## src/rtl/gpib_msg_pkg.sv

```systemverilog
// Package: constants and carrier types for the GP-IB interface message responder
package gpib_msg_pkg;

	// ************************************************************
	// Bus address and command coding
	// ************************************************************
	localparam logic [4:0] ADDR_MAX       = 5'h1e;
	localparam logic [4:0] ADDR_RESET     = 5'h01;
	localparam logic [7:0] CMD_GTL        = 8'h01;
	localparam logic [7:0] CMD_SDC        = 8'h04;
	localparam logic [7:0] CMD_PPC        = 8'h05;
	localparam logic [7:0] CMD_GET        = 8'h08;
	localparam logic [7:0] CMD_TCT        = 8'h09;
	localparam logic [7:0] CMD_LLO        = 8'h11;
	localparam logic [7:0] CMD_DCL        = 8'h14;
	localparam logic [7:0] CMD_PPU        = 8'h15;
	localparam logic [7:0] CMD_SPE        = 8'h18;
	localparam logic [7:0] CMD_SPD        = 8'h19;
	localparam logic [2:0] GRP_LISTEN     = 3'h1;
	localparam logic [2:0] GRP_TALK       = 3'h2;
	localparam logic [4:0] UNADDR_CODE    = 5'h1f;
	localparam int         DATA_POS       = 0;

	// ************************************************************
	// Register map (plain port)
	// ************************************************************
	localparam logic [3:0] REG_CTRL       = 4'h0;
	localparam logic [3:0] REG_STATUS     = 4'h1;
	localparam logic [3:0] REG_STB        = 4'h2;
	localparam logic [3:0] REG_FUNC_V     = 4'h3;
	localparam logic [3:0] REG_FUNC_I     = 4'h4;
	localparam logic [3:0] REG_FUNC_T     = 4'h5;
	localparam logic [3:0] REG_PEND       = 4'h6;
	localparam int         CTRL_ADDR_LSB  = 0;
	localparam int         CTRL_TYPE_BIT  = 5;
	localparam int         CTRL_HIRES_BIT = 6;
	localparam int         CTRL_REN_BIT   = 7;
	localparam logic [31:0] RESET_VALUE   = 32'h0;

	// ************************************************************
	// Types
	// ************************************************************
	typedef enum logic [1:0] {
		TALK_IDLE = 2'b00,
		TALK_DATA = 2'b01,
		TALK_POLL = 2'b11
	} talk_state_t;

	typedef struct packed {
		logic       atn;
		logic       ifc;
		logic       ren;
		logic       dav;
		logic [7:0] dio;
	} bus_in_t;

	typedef struct packed {
		logic       clear_pulse;
		logic       trig_pulse;
		logic       cfg_report_pulse;
		logic       remote;
		logic       lockout;
		logic       listener;
		logic       talker;
		logic       serial_poll;
	} msg_status_t;

	typedef struct packed {
		logic        sign;
		logic [22:0] main;
	} func_setting_t;

endpackage : gpib_msg_pkg

```

## src/rtl/gpib_pin_sync.sv

```systemverilog
// Two-flop synchroniser for the bus control and data lines
`timescale 1ns/100ps
module gpib_pin_sync #(
	parameter int WIDTH = 12
) (
	// Clock and reset
	input  wire logic             clk_sys,
	input  wire logic             rstn,
	// Lines
	input  wire logic [WIDTH-1:0] async_in,
	output logic      [WIDTH-1:0] sync_out
);
	typedef struct packed {
		logic [WIDTH-1:0] meta;
		logic [WIDTH-1:0] stable;
	} sync_state_t;

	sync_state_t state_reg;
	sync_state_t state_next;

	always_comb begin
		state_next.meta   = async_in;
		state_next.stable = state_reg.meta;
	end

	always_ff @(posedge clk_sys or negedge rstn) begin
		if (!rstn) begin
			state_reg <= '0;
		end else begin
			state_reg <= state_next;
		end
	end

	assign sync_out = state_reg.stable;

endmodule : gpib_pin_sync

```

## src/rtl/gpib_panel_setting.sv

```systemverilog
// One pending-then-confirmed front-panel setting slot
`timescale 1ns/100ps
module gpib_panel_setting #(
	parameter int WIDTH = 24
) (
	// Clock and reset
	input  wire logic             clk_sys,
	input  wire logic             rstn,
	// Edit and confirm
	input  wire logic             edit,
	input  wire logic [WIDTH-1:0] edit_value,
	input  wire logic             confirm,
	input  wire logic             clear_pending,
	// Result
	output logic      [WIDTH-1:0] value,
	output logic                  pending
);
	typedef struct packed {
		logic [WIDTH-1:0] committed;
		logic [WIDTH-1:0] staged;
		logic             pending;
	} slot_state_t;

	slot_state_t state_reg;
	slot_state_t state_next;

	always_comb begin
		state_next = state_reg;
		if (clear_pending) begin
			state_next.pending = 1'b0;
		end
		if (edit) begin
			state_next.staged  = edit_value;
			state_next.pending = 1'b1;
		end else if (confirm && state_reg.pending) begin
			// Commit only on confirm, then lamps go dark
			state_next.committed = state_reg.staged;
			state_next.pending   = 1'b0;
		end
	end

	always_ff @(posedge clk_sys or negedge rstn) begin
		if (!rstn) begin
			state_reg <= '0;
		end else begin
			state_reg <= state_next;
		end
	end

	assign value   = state_reg.committed;
	assign pending = state_reg.pending;

endmodule : gpib_panel_setting

```

## src/rtl/gpib_interface_message_responder.sv

```systemverilog
// GP-IB interface message responder: addressing, remote/local, clears, serial poll
// Function
// - Bus address accepted only from zero to thirty
// - Two command types; compatible refused in high-resolution
// - Command type change applies after power cycle
// - Compatible type rejects standard commands, disables USB/LAN
// - IFC unaddresses talker/listener, stops transmission
// - REN line switches remote and local
// - IDY, PPC, TCT, PPU ignored
// - Addressed GTL returns to local mode
// - SDC clears input, output queue, pending waits
// - GET in compatible type reports configuration status
// - Lockout blocks front-panel return to local
// - DCL clears like SDC, addressed or not
// - SPE sets poll mode; talker returns status
// - SPD leaves poll mode, normal output resumes
// - GTL/SDC/GET need listen address; universals always
// - Multi-line from data lines, uni-line dedicated
// - Separate polarity and setting per function
// - Panel change pending until confirm, then commits
// - Remote disables panel except output-local switch
//
// Our own choices: the register addresses and strobed register access.
`timescale 1ns/100ps
module gpib_interface_message_responder
	import gpib_msg_pkg::*;
(
	// Clock and reset
	input  wire logic                        clk_sys,
	input  wire logic                        rstn,
	// Bus lines (asynchronous)
	input  wire gpib_msg_pkg::bus_in_t       bus_in,
	// Bus talker output byte
	output logic      [7:0]                  talk_data,
	output logic                             talk_valid,
	// Host data side
	input  wire logic [7:0]                  out_data,
	input  wire logic                        out_valid,
	input  wire logic                        out_busy,
	// Front panel
	input  wire logic                        panel_local_req,
	input  wire logic                        panel_edit,
	input  wire logic [1:0]                  panel_func_sel,
	input  wire logic [23:0]                 panel_value,
	input  wire logic                        panel_confirm,
	output logic                             panel_enable,
	output logic                             panel_pending,
	// Register port
	input  wire logic [3:0]                  reg_addr,
	input  wire logic [31:0]                 reg_wdata,
	input  wire logic                        reg_wr,
	input  wire logic                        reg_rd,
	output logic      [31:0]                 reg_rdata,
	// Status to the message processor
	output gpib_msg_pkg::msg_status_t        msg_status,
	output logic                             std_cmd_enable,
	output logic                             usb_lan_enable,
	output logic                             compat_refused
);

	// ************************************************************
	// State
	// ************************************************************
	typedef struct packed {
		logic [4:0]  addr;
		logic        type_active;
		logic        type_loaded;
		logic        hires;
		logic [7:0]  stb;
		logic        listener;
		logic        talker;
		talk_state_t talk;
		logic        remote;
		logic        lockout;
		logic        dav_prev;
		logic        clear_pulse;
		logic        trig_pulse;
		logic        report_pulse;
		logic [7:0]  tx_data;
		logic        tx_valid;
		logic [31:0] rdata;
	} resp_state_t;

	resp_state_t state_reg;
	resp_state_t state_next;
	bus_in_t     bus_sync;
	logic [2:0]  pend_vec;
	logic [23:0] func_val [3];
	// Stands for the nonvolatile type store: powers up standard, reset leaves it alone
	logic        type_nv_reg = 1'b0;

	function automatic logic is_addressed_cmd(input logic [7:0] c);
		is_addressed_cmd = (c == CMD_GTL) || (c == CMD_SDC) || (c == CMD_GET);
	endfunction : is_addressed_cmd

	gpib_pin_sync #(
		.WIDTH($bits(bus_in_t))
	) u_sync (
		.clk_sys  (clk_sys),
		.rstn     (rstn),
		.async_in (bus_in),
		.sync_out (bus_sync)
	);

	// ************************************************************
	// Per-function settings
	// ************************************************************
	genvar gi;
	generate
		for (gi = 0; gi < 3; gi++) begin : g_func
			gpib_panel_setting #(
				.WIDTH(24)
			) u_slot (
				.clk_sys       (clk_sys),
				.rstn          (rstn),
				.edit          (panel_edit && panel_enable && panel_func_sel == 2'(gi)),
				.edit_value    (panel_value),
				.confirm       (panel_confirm && panel_enable),
				.clear_pending (state_reg.remote),
				.value         (func_val[gi]),
				.pending       (pend_vec[gi])
			);
		end
	endgenerate

	// ************************************************************
	// Message decode
	// ************************************************************
	logic       byte_strobe;
	logic [7:0] cmd;
	logic       is_cmd;
	logic       my_listen;
	logic       my_talk;

	always_comb begin
		byte_strobe = bus_sync.dav && !state_reg.dav_prev;
		cmd         = bus_sync.dio & 8'h7f;
		is_cmd      = byte_strobe && bus_sync.atn;
		my_listen   = is_cmd && cmd[7:5] == GRP_LISTEN && cmd[4:0] == state_reg.addr;
		my_talk     = is_cmd && cmd[7:5] == GRP_TALK && cmd[4:0] == state_reg.addr;
	end

	always_comb begin
		state_next              = state_reg;
		state_next.dav_prev     = bus_sync.dav;
		state_next.clear_pulse  = 1'b0;
		state_next.trig_pulse   = 1'b0;
		state_next.report_pulse = 1'b0;
		state_next.rdata        = '0;
		// Type latches once after reset, which stands for power-on
		if (!state_reg.type_loaded) begin
			state_next.type_active = type_nv_reg;
			state_next.type_loaded = 1'b1;
		end
		// Addressing
		if (is_cmd && cmd[7:5] == GRP_LISTEN) begin
			if (cmd[4:0] == UNADDR_CODE) begin
				state_next.listener = 1'b0;
			end else if (my_listen) begin
				state_next.listener = 1'b1;
				state_next.talker   = 1'b0;
			end
		end
		if (is_cmd && cmd[7:5] == GRP_TALK) begin
			if (my_talk) begin
				state_next.talker   = 1'b1;
				state_next.listener = 1'b0;
			end else begin
				state_next.talker = 1'b0;
			end
		end
		// Addressed commands need listen; universals always
		if (is_cmd && is_addressed_cmd(cmd) && state_reg.listener) begin
			case (cmd)
				CMD_GTL: begin
					state_next.remote = 1'b0;
				end
				CMD_SDC: begin
					state_next.clear_pulse = 1'b1;
					state_next.tx_valid    = 1'b0;
				end
				CMD_GET: begin
					state_next.trig_pulse   = 1'b1;
					state_next.report_pulse = state_reg.type_active;
				end
				default: begin
				end
			endcase
		end
		// PPC, TCT, PPU and IDY fall through with no effect
		if (is_cmd) begin
			case (cmd)
				CMD_LLO: begin
					state_next.lockout = 1'b1;
				end
				CMD_DCL: begin
					state_next.clear_pulse = 1'b1;
					state_next.tx_valid    = 1'b0;
				end
				CMD_SPE: begin
					state_next.talk = TALK_POLL;
				end
				CMD_SPD: begin
					state_next.talk = TALK_DATA;
				end
				default: begin
				end
			endcase
		end
		// Talker output
		if (state_reg.talker && !bus_sync.atn) begin
			if (state_reg.talk == TALK_POLL) begin
				state_next.tx_data  = state_reg.stb;
				state_next.tx_valid = 1'b1;
			end else if (out_valid && !out_busy) begin
				state_next.tx_data  = out_data;
				state_next.tx_valid = 1'b1;
			end
		end else if (!state_reg.talker) begin
			state_next.tx_valid = 1'b0;
		end
		// Remote and local from the REN line
		if (!bus_sync.ren) begin
			state_next.remote  = 1'b0;
			state_next.lockout = 1'b0;
		end else if (state_reg.listener && !state_reg.remote && my_listen) begin
			state_next.remote = 1'b1;
		end else if (!state_reg.remote && is_cmd && my_listen) begin
			state_next.remote = 1'b1;
		end
		if (state_reg.remote && panel_local_req && !state_reg.lockout) begin
			state_next.remote = 1'b0;
		end
		// Register writes
		if (reg_wr) begin
			case (reg_addr)
				REG_CTRL: begin
					if (reg_wdata[CTRL_ADDR_LSB +: 5] <= ADDR_MAX) begin
						state_next.addr = reg_wdata[CTRL_ADDR_LSB +: 5];
					end
					state_next.hires = reg_wdata[CTRL_HIRES_BIT];
				end
				REG_STB: begin
					state_next.stb = reg_wdata[7:0];
				end
				default: begin
				end
			endcase
		end
		// Register reads
		if (reg_rd) begin
			case (reg_addr)
				REG_CTRL: begin
					state_next.rdata = {24'h0, 1'b0, state_reg.hires, type_nv_reg,
						state_reg.addr};
				end
				REG_STATUS: begin
					state_next.rdata = {24'h0, state_reg.type_active, state_reg.lockout,
						state_reg.remote, state_reg.talk, state_reg.talker,
						state_reg.listener, state_reg.tx_valid};
				end
				REG_STB: begin
					state_next.rdata = {24'h0, state_reg.stb};
				end
				REG_FUNC_V: begin
					state_next.rdata = {8'h0, func_val[0]};
				end
				REG_FUNC_I: begin
					state_next.rdata = {8'h0, func_val[1]};
				end
				REG_FUNC_T: begin
					state_next.rdata = {8'h0, func_val[2]};
				end
				REG_PEND: begin
					state_next.rdata = {29'h0, pend_vec};
				end
				default: begin
					state_next.rdata = RESET_VALUE;
				end
			endcase
		end
		// IFC overrides everything on the talk/listen side
		if (bus_sync.ifc) begin
			state_next.listener = 1'b0;
			state_next.talker   = 1'b0;
			state_next.tx_valid = 1'b0;
			state_next.talk     = TALK_IDLE;
		end
	end

	always_ff @(posedge clk_sys or negedge rstn) begin
		if (!rstn) begin
			state_reg      <= '0;
			state_reg.addr <= ADDR_RESET;
		end else begin
			state_reg <= state_next;
		end
	end

	// No reset here, else the stored type could never outlive a power cycle
	always_ff @(posedge clk_sys) begin
		if (reg_wr && reg_addr == REG_CTRL) begin
			type_nv_reg <= reg_wdata[CTRL_TYPE_BIT];
		end
	end

	// ************************************************************
	// Outputs
	// ************************************************************
	assign talk_data                   = state_reg.tx_data;
	assign talk_valid                  = state_reg.tx_valid;
	assign reg_rdata                   = state_reg.rdata;
	assign panel_enable                = !state_reg.remote;
	assign panel_pending               = |pend_vec;
	assign std_cmd_enable              = !state_reg.type_active;
	assign usb_lan_enable              = !state_reg.type_active;
	assign compat_refused              = state_reg.type_active && state_reg.hires;
	assign msg_status.clear_pulse      = state_reg.clear_pulse;
	assign msg_status.trig_pulse       = state_reg.trig_pulse;
	assign msg_status.cfg_report_pulse = state_reg.report_pulse;
	assign msg_status.remote           = state_reg.remote;
	assign msg_status.lockout          = state_reg.lockout;
	assign msg_status.listener         = state_reg.listener;
	assign msg_status.talker           = state_reg.talker;
	assign msg_status.serial_poll      = state_reg.talk == TALK_POLL;

	// ************************************************************
	// Checks
	// ************************************************************
	ifc_clears_a: assert property (@(posedge clk_sys) disable iff (!rstn)
		bus_sync.ifc |=> !state_reg.listener && !state_reg.talker && !talk_valid)
		else $error("IFC did not clear talker and listener");
	ren_low_local_a: assert property (@(posedge clk_sys) disable iff (!rstn)
		!bus_sync.ren |=> !state_reg.remote)
		else $error("Remote held with REN low");
	dcl_clear_a: assert property (@(posedge clk_sys) disable iff (!rstn)
		is_cmd && cmd == CMD_DCL |=> msg_status.clear_pulse)
		else $error("DCL gave no clear");
	sdc_unaddr_a: assert property (@(posedge clk_sys) disable iff (!rstn)
		is_cmd && cmd == CMD_SDC && !state_reg.listener |=> !msg_status.clear_pulse)
		else $error("SDC acted while unaddressed");
	spe_poll_a: assert property (@(posedge clk_sys) disable iff (!rstn)
		is_cmd && cmd == CMD_SPE && !bus_sync.ifc |=> msg_status.serial_poll)
		else $error("SPE did not enter poll mode");
	spd_exit_a: assert property (@(posedge clk_sys) disable iff (!rstn)
		is_cmd && cmd == CMD_SPD |=> !msg_status.serial_poll)
		else $error("SPD left poll mode set");
	addr_range_a: assert property (@(posedge clk_sys) disable iff (!rstn)
		state_reg.addr <= ADDR_MAX)
		else $error("Bus address above thirty");
	type_hold_a: assert property (@(posedge clk_sys) disable iff (!rstn)
		state_reg.type_loaded |=> $stable(state_reg.type_active))
		else $error("Command type changed without power cycle");
	lockout_hold_a: assert property (@(posedge clk_sys) disable iff (!rstn)
		state_reg.remote && state_reg.lockout && bus_sync.ren && panel_local_req
		&& !(is_cmd && cmd == CMD_GTL) |=> state_reg.remote)
		else $error("Panel left remote under lockout");
	get_report_a: assert property (@(posedge clk_sys) disable iff (!rstn)
		msg_status.cfg_report_pulse |-> state_reg.type_active && $past(state_reg.listener))
		else $error("GET report without compatible type");

endmodule : gpib_interface_message_responder

```

## config.mk

```make
export PLATFORM = sky130hd
export DESIGN_NAME = gpib_interface_message_responder
export DESIGN_NICKNAME = d
export VERILOG_FILES = /design/src/rtl/gpib_msg_pkg.sv /design/src/rtl/gpib_pin_sync.sv /design/src/rtl/gpib_panel_setting.sv /design/src/rtl/gpib_interface_message_responder.sv
export SDC_FILE = /design/constraint.sdc
export NUM_CORES = 1
export LEC_CHECK = 0
export ABC_AREA = 1
export BUFFER_PORTS_ARGS = -buffer_cell sky130_fd_sc_hd__buf_2
export CAP_MARGIN = 10
export CORE_MARGIN = 2
export CORE_UTILIZATION = 48
export CTS_CLUSTER_SIZE = 8
export DETAILED_ROUTE_END_ITERATION = 16
export MAX_ROUTING_LAYER = met4
export PLACE_DENSITY = 0.76
export SLEW_MARGIN = 20
export SYNTH_ARGS = -nofsm -noshare
export SYNTH_HDL_FRONTEND = slang
export SYNTH_HIERARCHICAL = 1
export SYNTH_SLANG_ARGS = --single-unit
```

## constraint.sdc

```tcl
create_clock -name clk_sys -period 1.3 [get_ports clk_sys]
set_input_delay 0.065 -clock clk_sys [delete_from_list [all_inputs] [get_ports clk_sys]]
set_output_delay 0.065 -clock clk_sys [all_outputs]
set_load 0.005 [all_outputs]
```

==> results.cfg, run 1 <==
[finish]
num-fill-cells = 1514
nets = 1433
final_common_cell = nand2_1
layout_common_cells = 350 x nand2_1, 224 x dfrtp_1, 109 x buf_2
multiInputGateArea_um2 = 3970
seq_area_um2 = 5740
drive_gt1_frac = 0.330
area_delta_synth_final_pct = 31.6

[clocking]
cts_sinks = 229
clkTransAtPathRegs_ns = 0.05
clk_latency_ns = 0.52
cts_tree = done
cts_inserted_buffers = 34
clock_path_buffers = 3
cts_root_buffer = clkbuf_16
htree_levels = 2

[global_routing]
track_usage = 0.236
overflow = 0
grt_pass1_wl_mm = 43.2
antenna_found_initial = 0
grt_max_degree = 55
grt_pass1_vias = 8442

[timing]
hold_viol_final = 0
fin_crit_sh = 1.21
final.setup.worst_slack_ns = -0.268
fmax_ghz = 0.638
holdWs_ns = 0.0412
rsz0062_at_grt = yes
clock_skew_ns = 0.0278
slew_viol_final = 0
period_needed_ns = 1.57
setup_viol = 129
fin_tns_setup_ns = -16.50

[critical_path]
arrival_ns = 2.00
end_kind = register
reg2reg_depth = 9
path_class = register to register
cp-start-kind = register
crit_required_ns = 1.73
regToRegEndpoint = g_func[2].u_slot/value[8]$_DFFE_PN0P_
path_buf_inv = 4
cp_common_cell = nand2_4
path_max_fanout = 6
cpMaxStageDelayCell = dfrtp_1
r2r-start = msg_status[4]$_DFFE_PN0P_
crit_cells = 9
cp_cell_sequence = inv_2 -> nand2_4 -> nor3_4 -> buf_6 -> clkinv_8 -> nand3_4 -> buf_12 -> nand2_4 -> nand2_2
crit_family = simple AND/OR/NAND/NOR gates
worst_path_largest_cell_delay_ns = 0.39
rrSetupSlack_ns = -0.27

[power]
power_density_nw_per_um2 = 1500
power_leakage_nw = 7.16
ir_worst_vdd_uv = 926

[placement]
io_buffer_count = 111
gp_congestion = 0.868
hpwl_mm = 17.2

[drt]
drt-wirelength-per-cell_um = 23.5
vias = 9904
drt-initial-drc-count = 1439
drc_errors = 0
routed_wl_mm = 38.3
drtAntennaViolNets = 0
avgViaCountPerCell = 6.07
firstDrtPassIters = 7

[run]
maxCapViolCount = 0

[run_status]
status = finished with violations
violations = negative setup slack

[min_path]
hold_start = out_busy
min_path_cells = 5
hold_class = primary input to register
hold_end = talk_data[3]$_DFFE_PN0P_

[floorplanning]
fp.dieH_um = 153
dieArea_um2 = 23300
io_pins = 145
rows = 54
die_w_um = 153
initial_core_util = 0.487
core_um2 = 21800

[synthesis]
synthCells = 1217
synth_area_um2 = 10600
avgSynthCellArea_um2 = 8.71
yosys_warnings = 6
layout make-up:
class	count	share of cell area
Timing Repair inverter	3	0.00197
Clock inverter	1	0.000359
Timing Repair Buffer	259	0.186
Multi-Input combinational cell	746	0.285
Sequential cell	229	0.412
Tap cell	280	0.0251
Inverter	69	0.0214
Clock buffer	43	0.0680
Antenna cell	1	0.000179
worst max-delay path by stage:
stage	startpoint	slack, ns	endpoint
after floorplan	msg_status[4]$_DFFE_PN0P_	-0.04	g_func[2].u_slot/state_reg[15]$_DFFE_PN0P_
after global placement	state_reg[62]$_DFFE_PN1P_	-0.12	msg_status[4]$_DFFE_PN0P_
after detailed placement	state_reg[62]$_DFFE_PN1P_	-0.15	msg_status[4]$_DFFE_PN0P_
after CTS	state_reg[62]$_DFFE_PN1P_	-0.08	msg_status[4]$_DFFE_PN0P_
after global routing	u_sync/sync_out[0]$_DFF_PN0_	-0.30	msg_status[4]$_DFFE_PN0P_
final	msg_status[4]$_DFFE_PN0P_	-0.27	g_func[2].u_slot/value[8]$_DFFE_PN0P_
report_power, final:
group | switching, mW | internal (mW) | total [mW]
combinational | 1.92 | 1.44 | 3.36
sequential | 1.15 | 8.28 | 9.43
clock | 3.16 | 5.03 | 8.19
routing by layer:
layer	global-route usage	vias to the layer above	wire, um
met4	0.0789	0	3750
li1	-	3976	-
met2	0.372	917	16800
met1	0.306	4657	12900
met3	0.0520	354	4880
met5	-	-	0
worst register-to-register path, stage by stage (launching register included):
cell and delay, ns:
dfrtp_1 0.39, inv_2 0.09, nand2_4 0.09, nor3_4 0.15
buf_6 0.16, clkinv_8 0.09, nand3_4 0.18, buf_12 0.18
nand2_4 0.06, nand2_2 0.12
stage by stage:
stage | area, um2 | total power, mW | setup WS [ns] | utilization | std cells
after floorplan | 10600 | 11.0 | -0.0371 | - | 1224
after global placement | 10800 | 11.0 | -0.116 | 0.495 | 1485
after detailed placement | 10800 | 11.1 | -0.147 | 0.495 | 1485
after CTS | 12500 | 19.3 | -0.0837 | 0.575 | 1594
after global routing | 13900 | 21.6 | -0.301 | 0.641 | 1630
final | 13900 | 21.0 | -0.268 | 0.641 | 1631
what timing repair did:
action                                  CTS  global route
endpoints found under the hold margin   337             0
gates resized for setup                  29           250
hold buffers                             57             0
gates cloned                              2            29
pin swaps                                 1            21
endpoints found under the setup margin   54           149
setup buffers                             6             9
Power figures use the tool's default switching activity.
==> inputs of run 2 (changes only) <==
- CORE_UTILIZATION: 48 -> 45
- PLACE_DENSITY: 0.76 -> 0.72
==> results.cfg, run 2 (same netlist as run 1, synthesis figures left out) <==
[power]
power_density_nw_per_um2 = 1490
pwr-share-clk = 0.404
power_leakage_nw = 6.71
p_switching_mw = 4.97
ir_worst_vdd_uv = 872
p_comb_frac = 0.123
intPower_mw = 14.1
seqPwrFrac = 0.473
switching_share = 0.261

[global_routing]
grt_max_degree = 64
grt_pass1_vias = 8134
track_usage = 0.219
grt_pass1_wl_mm = 41.8
antenna_found_initial = 0
overflow = 0

[placement]
io_buffer_count = 111
gp_congestion = 0.864
pre_cts_slack_ns = -0.100
hpwl_mm = 17.0

[clocking]
cts_inserted_buffers = 34
clkTransAtPathRegs_ns = 0.05
clk_latency_ns = 0.49
clock_path_buffers = 3
htree_levels = 2
cts_tree = done
cts_sinks = 229
cts_root_buffer = clkbuf_16

[floorplanning]
core_um2 = 23300
initial_core_util = 0.455
dieArea_um2 = 24800
rows = 56
io_pins = 145
fp.dieH_um = 157
die_w_um = 157

[timing]
fmax_ghz = 0.746
clock_skew_ns = 0.0115
fin_crit_sh = 1.03
fin_tns_setup_ns = -0.476
slew_viol_final = 0
final.setup.worst_slack_ns = -0.0409
rsz0062_at_grt = yes
holdWs_ns = 0.0295
period_needed_ns = 1.34
hold_viol_final = 0
setup_viol = 26

[run_status]
status = finished with violations
violations = negative setup slack

[run]
maxCapViolCount = 0

[drt]
firstDrtPassIters = 5
vias = 8279
drt-initial-drc-count = 772
drt-wirelength-per-cell_um = 16.1
avgViaCountPerCell = 5.04
drtAntennaViolNets = 0
routed_wl_mm = 26.4
drc_errors = 0

[critical_path]
cp-start-kind = register
crit_required_ns = 1.67
end_kind = register
arrival_ns = 1.71
path_class = register to register
path_max_fanout = 16

[min_path]
hold_class = primary input to asynchronous set/reset pin

[finish]
antenna_cells = 0
final_common_cell = nand2_1
nets = 1407
area_delta_synth_final_pct = 20.2
layout_common_cells = 492 x nand2_1, 222 x dfrtp_1, 109 x buf_2
drive_gt1_frac = 0.217
[run 2: changes by cell type in the layout (fill, tap and decap cells not counted), sizes merged]
cell    previous run  this run
diode              1         0
buf              185       174
clkinv             6         3
clkbuf            60        45
inv               67        69
[run 2: cell type report]
cell class              instances  area, um2
fillers                      2030      10500
clock inverters                 2       13.8
repair inverters                1       6.26
inverters                      69        290
multi-input cells             746       3410
clock buffers                  41        898
repair buffers                235       1970
flip-flops and latches        229       5740
well taps                     319        399
[run 2: power groups by stage]
stage               clock network, mW  registers (mW)  logic (mW)
floorplan                           0            8.84        2.17
global placement                    0            9.04        1.93
detailed placement                  0            9.06        2.01
CTS                              7.78            8.95        2.22
global route                     8.12            9.13        2.67
finish                           7.69            9.01        2.33
[run 2: repair_timing]
action	in CTS	in global routing
resized for setup	19	56
setup endpoints to repair	104	155
buffers inserted	7	5
pin swaps	4	15
hold buffers	57	0
endpoints found under the hold margin	341	0
gates cloned	0	6
[run 2: critical path: stages (launching register included)]
cell     delay, ns
dfrtp_1       0.37
inv_2         0.07
nand2_4       0.07
nor3_2        0.04
buf_4         0.15
inv_8         0.10
nand3_4       0.10
buf_12        0.17
nand2_1       0.08
nand2_1       0.07
[run 2: path summary, 6_finish.rpt]
path / from / slack (ns) / cells past startpoint / to
setup / recovery: msg_status[4]$_DFFE_PN0P_ / -0.04 / 9 / g_func[0].u_slot/value[15]$_DFFE_PN0P_
hold / removal: rstn / 0.03 / 2 / u_sync/state_next[8]$_DFF_PN0_
setup reg to reg: msg_status[4]$_DFFE_PN0P_ / -0.04 / 9 / g_func[0].u_slot/value[15]$_DFFE_PN0P_
hold reg to reg: u_sync/state_next[1]$_DFF_PN0_ / 0.34 / 0 / u_sync/sync_out[1]$_DFF_PN0_
max in group asynchronous: rstn / 0.62 / 3 / reg_rdata[17]$_DFF_PN0_
min in group clk_sys: out_busy / 0.04 / 5 / talk_data[0]$_DFFE_PN0P_
[run 2: metal layers]
layer  vias to the layer above  global-route usage  part of all wire
li1                       3921                   -                 -
met1                      3988               0.307              0.45
met4                         0              0.0571             0.014
met3                        33              0.0339             0.069
met2                       337               0.335              0.47
met5                         -                   -                 0
[run 2: stage by stage]
| step | instances | util | power [mW] | instance area [um2] |
|---|---|---|---|---|
| finish | 1642 | 0.547 | 19.0 | 12700 |
| CTS | 1631 | 0.532 | 19.0 | 12400 |
| global placement | 1524 | 0.464 | 11.0 | 10800 |
| detailed placement | 1524 | 0.464 | 11.1 | 10800 |
| floorplan | 1224 | - | 11.0 | 10600 |
| global route | 1642 | 0.547 | 19.9 | 12700 |
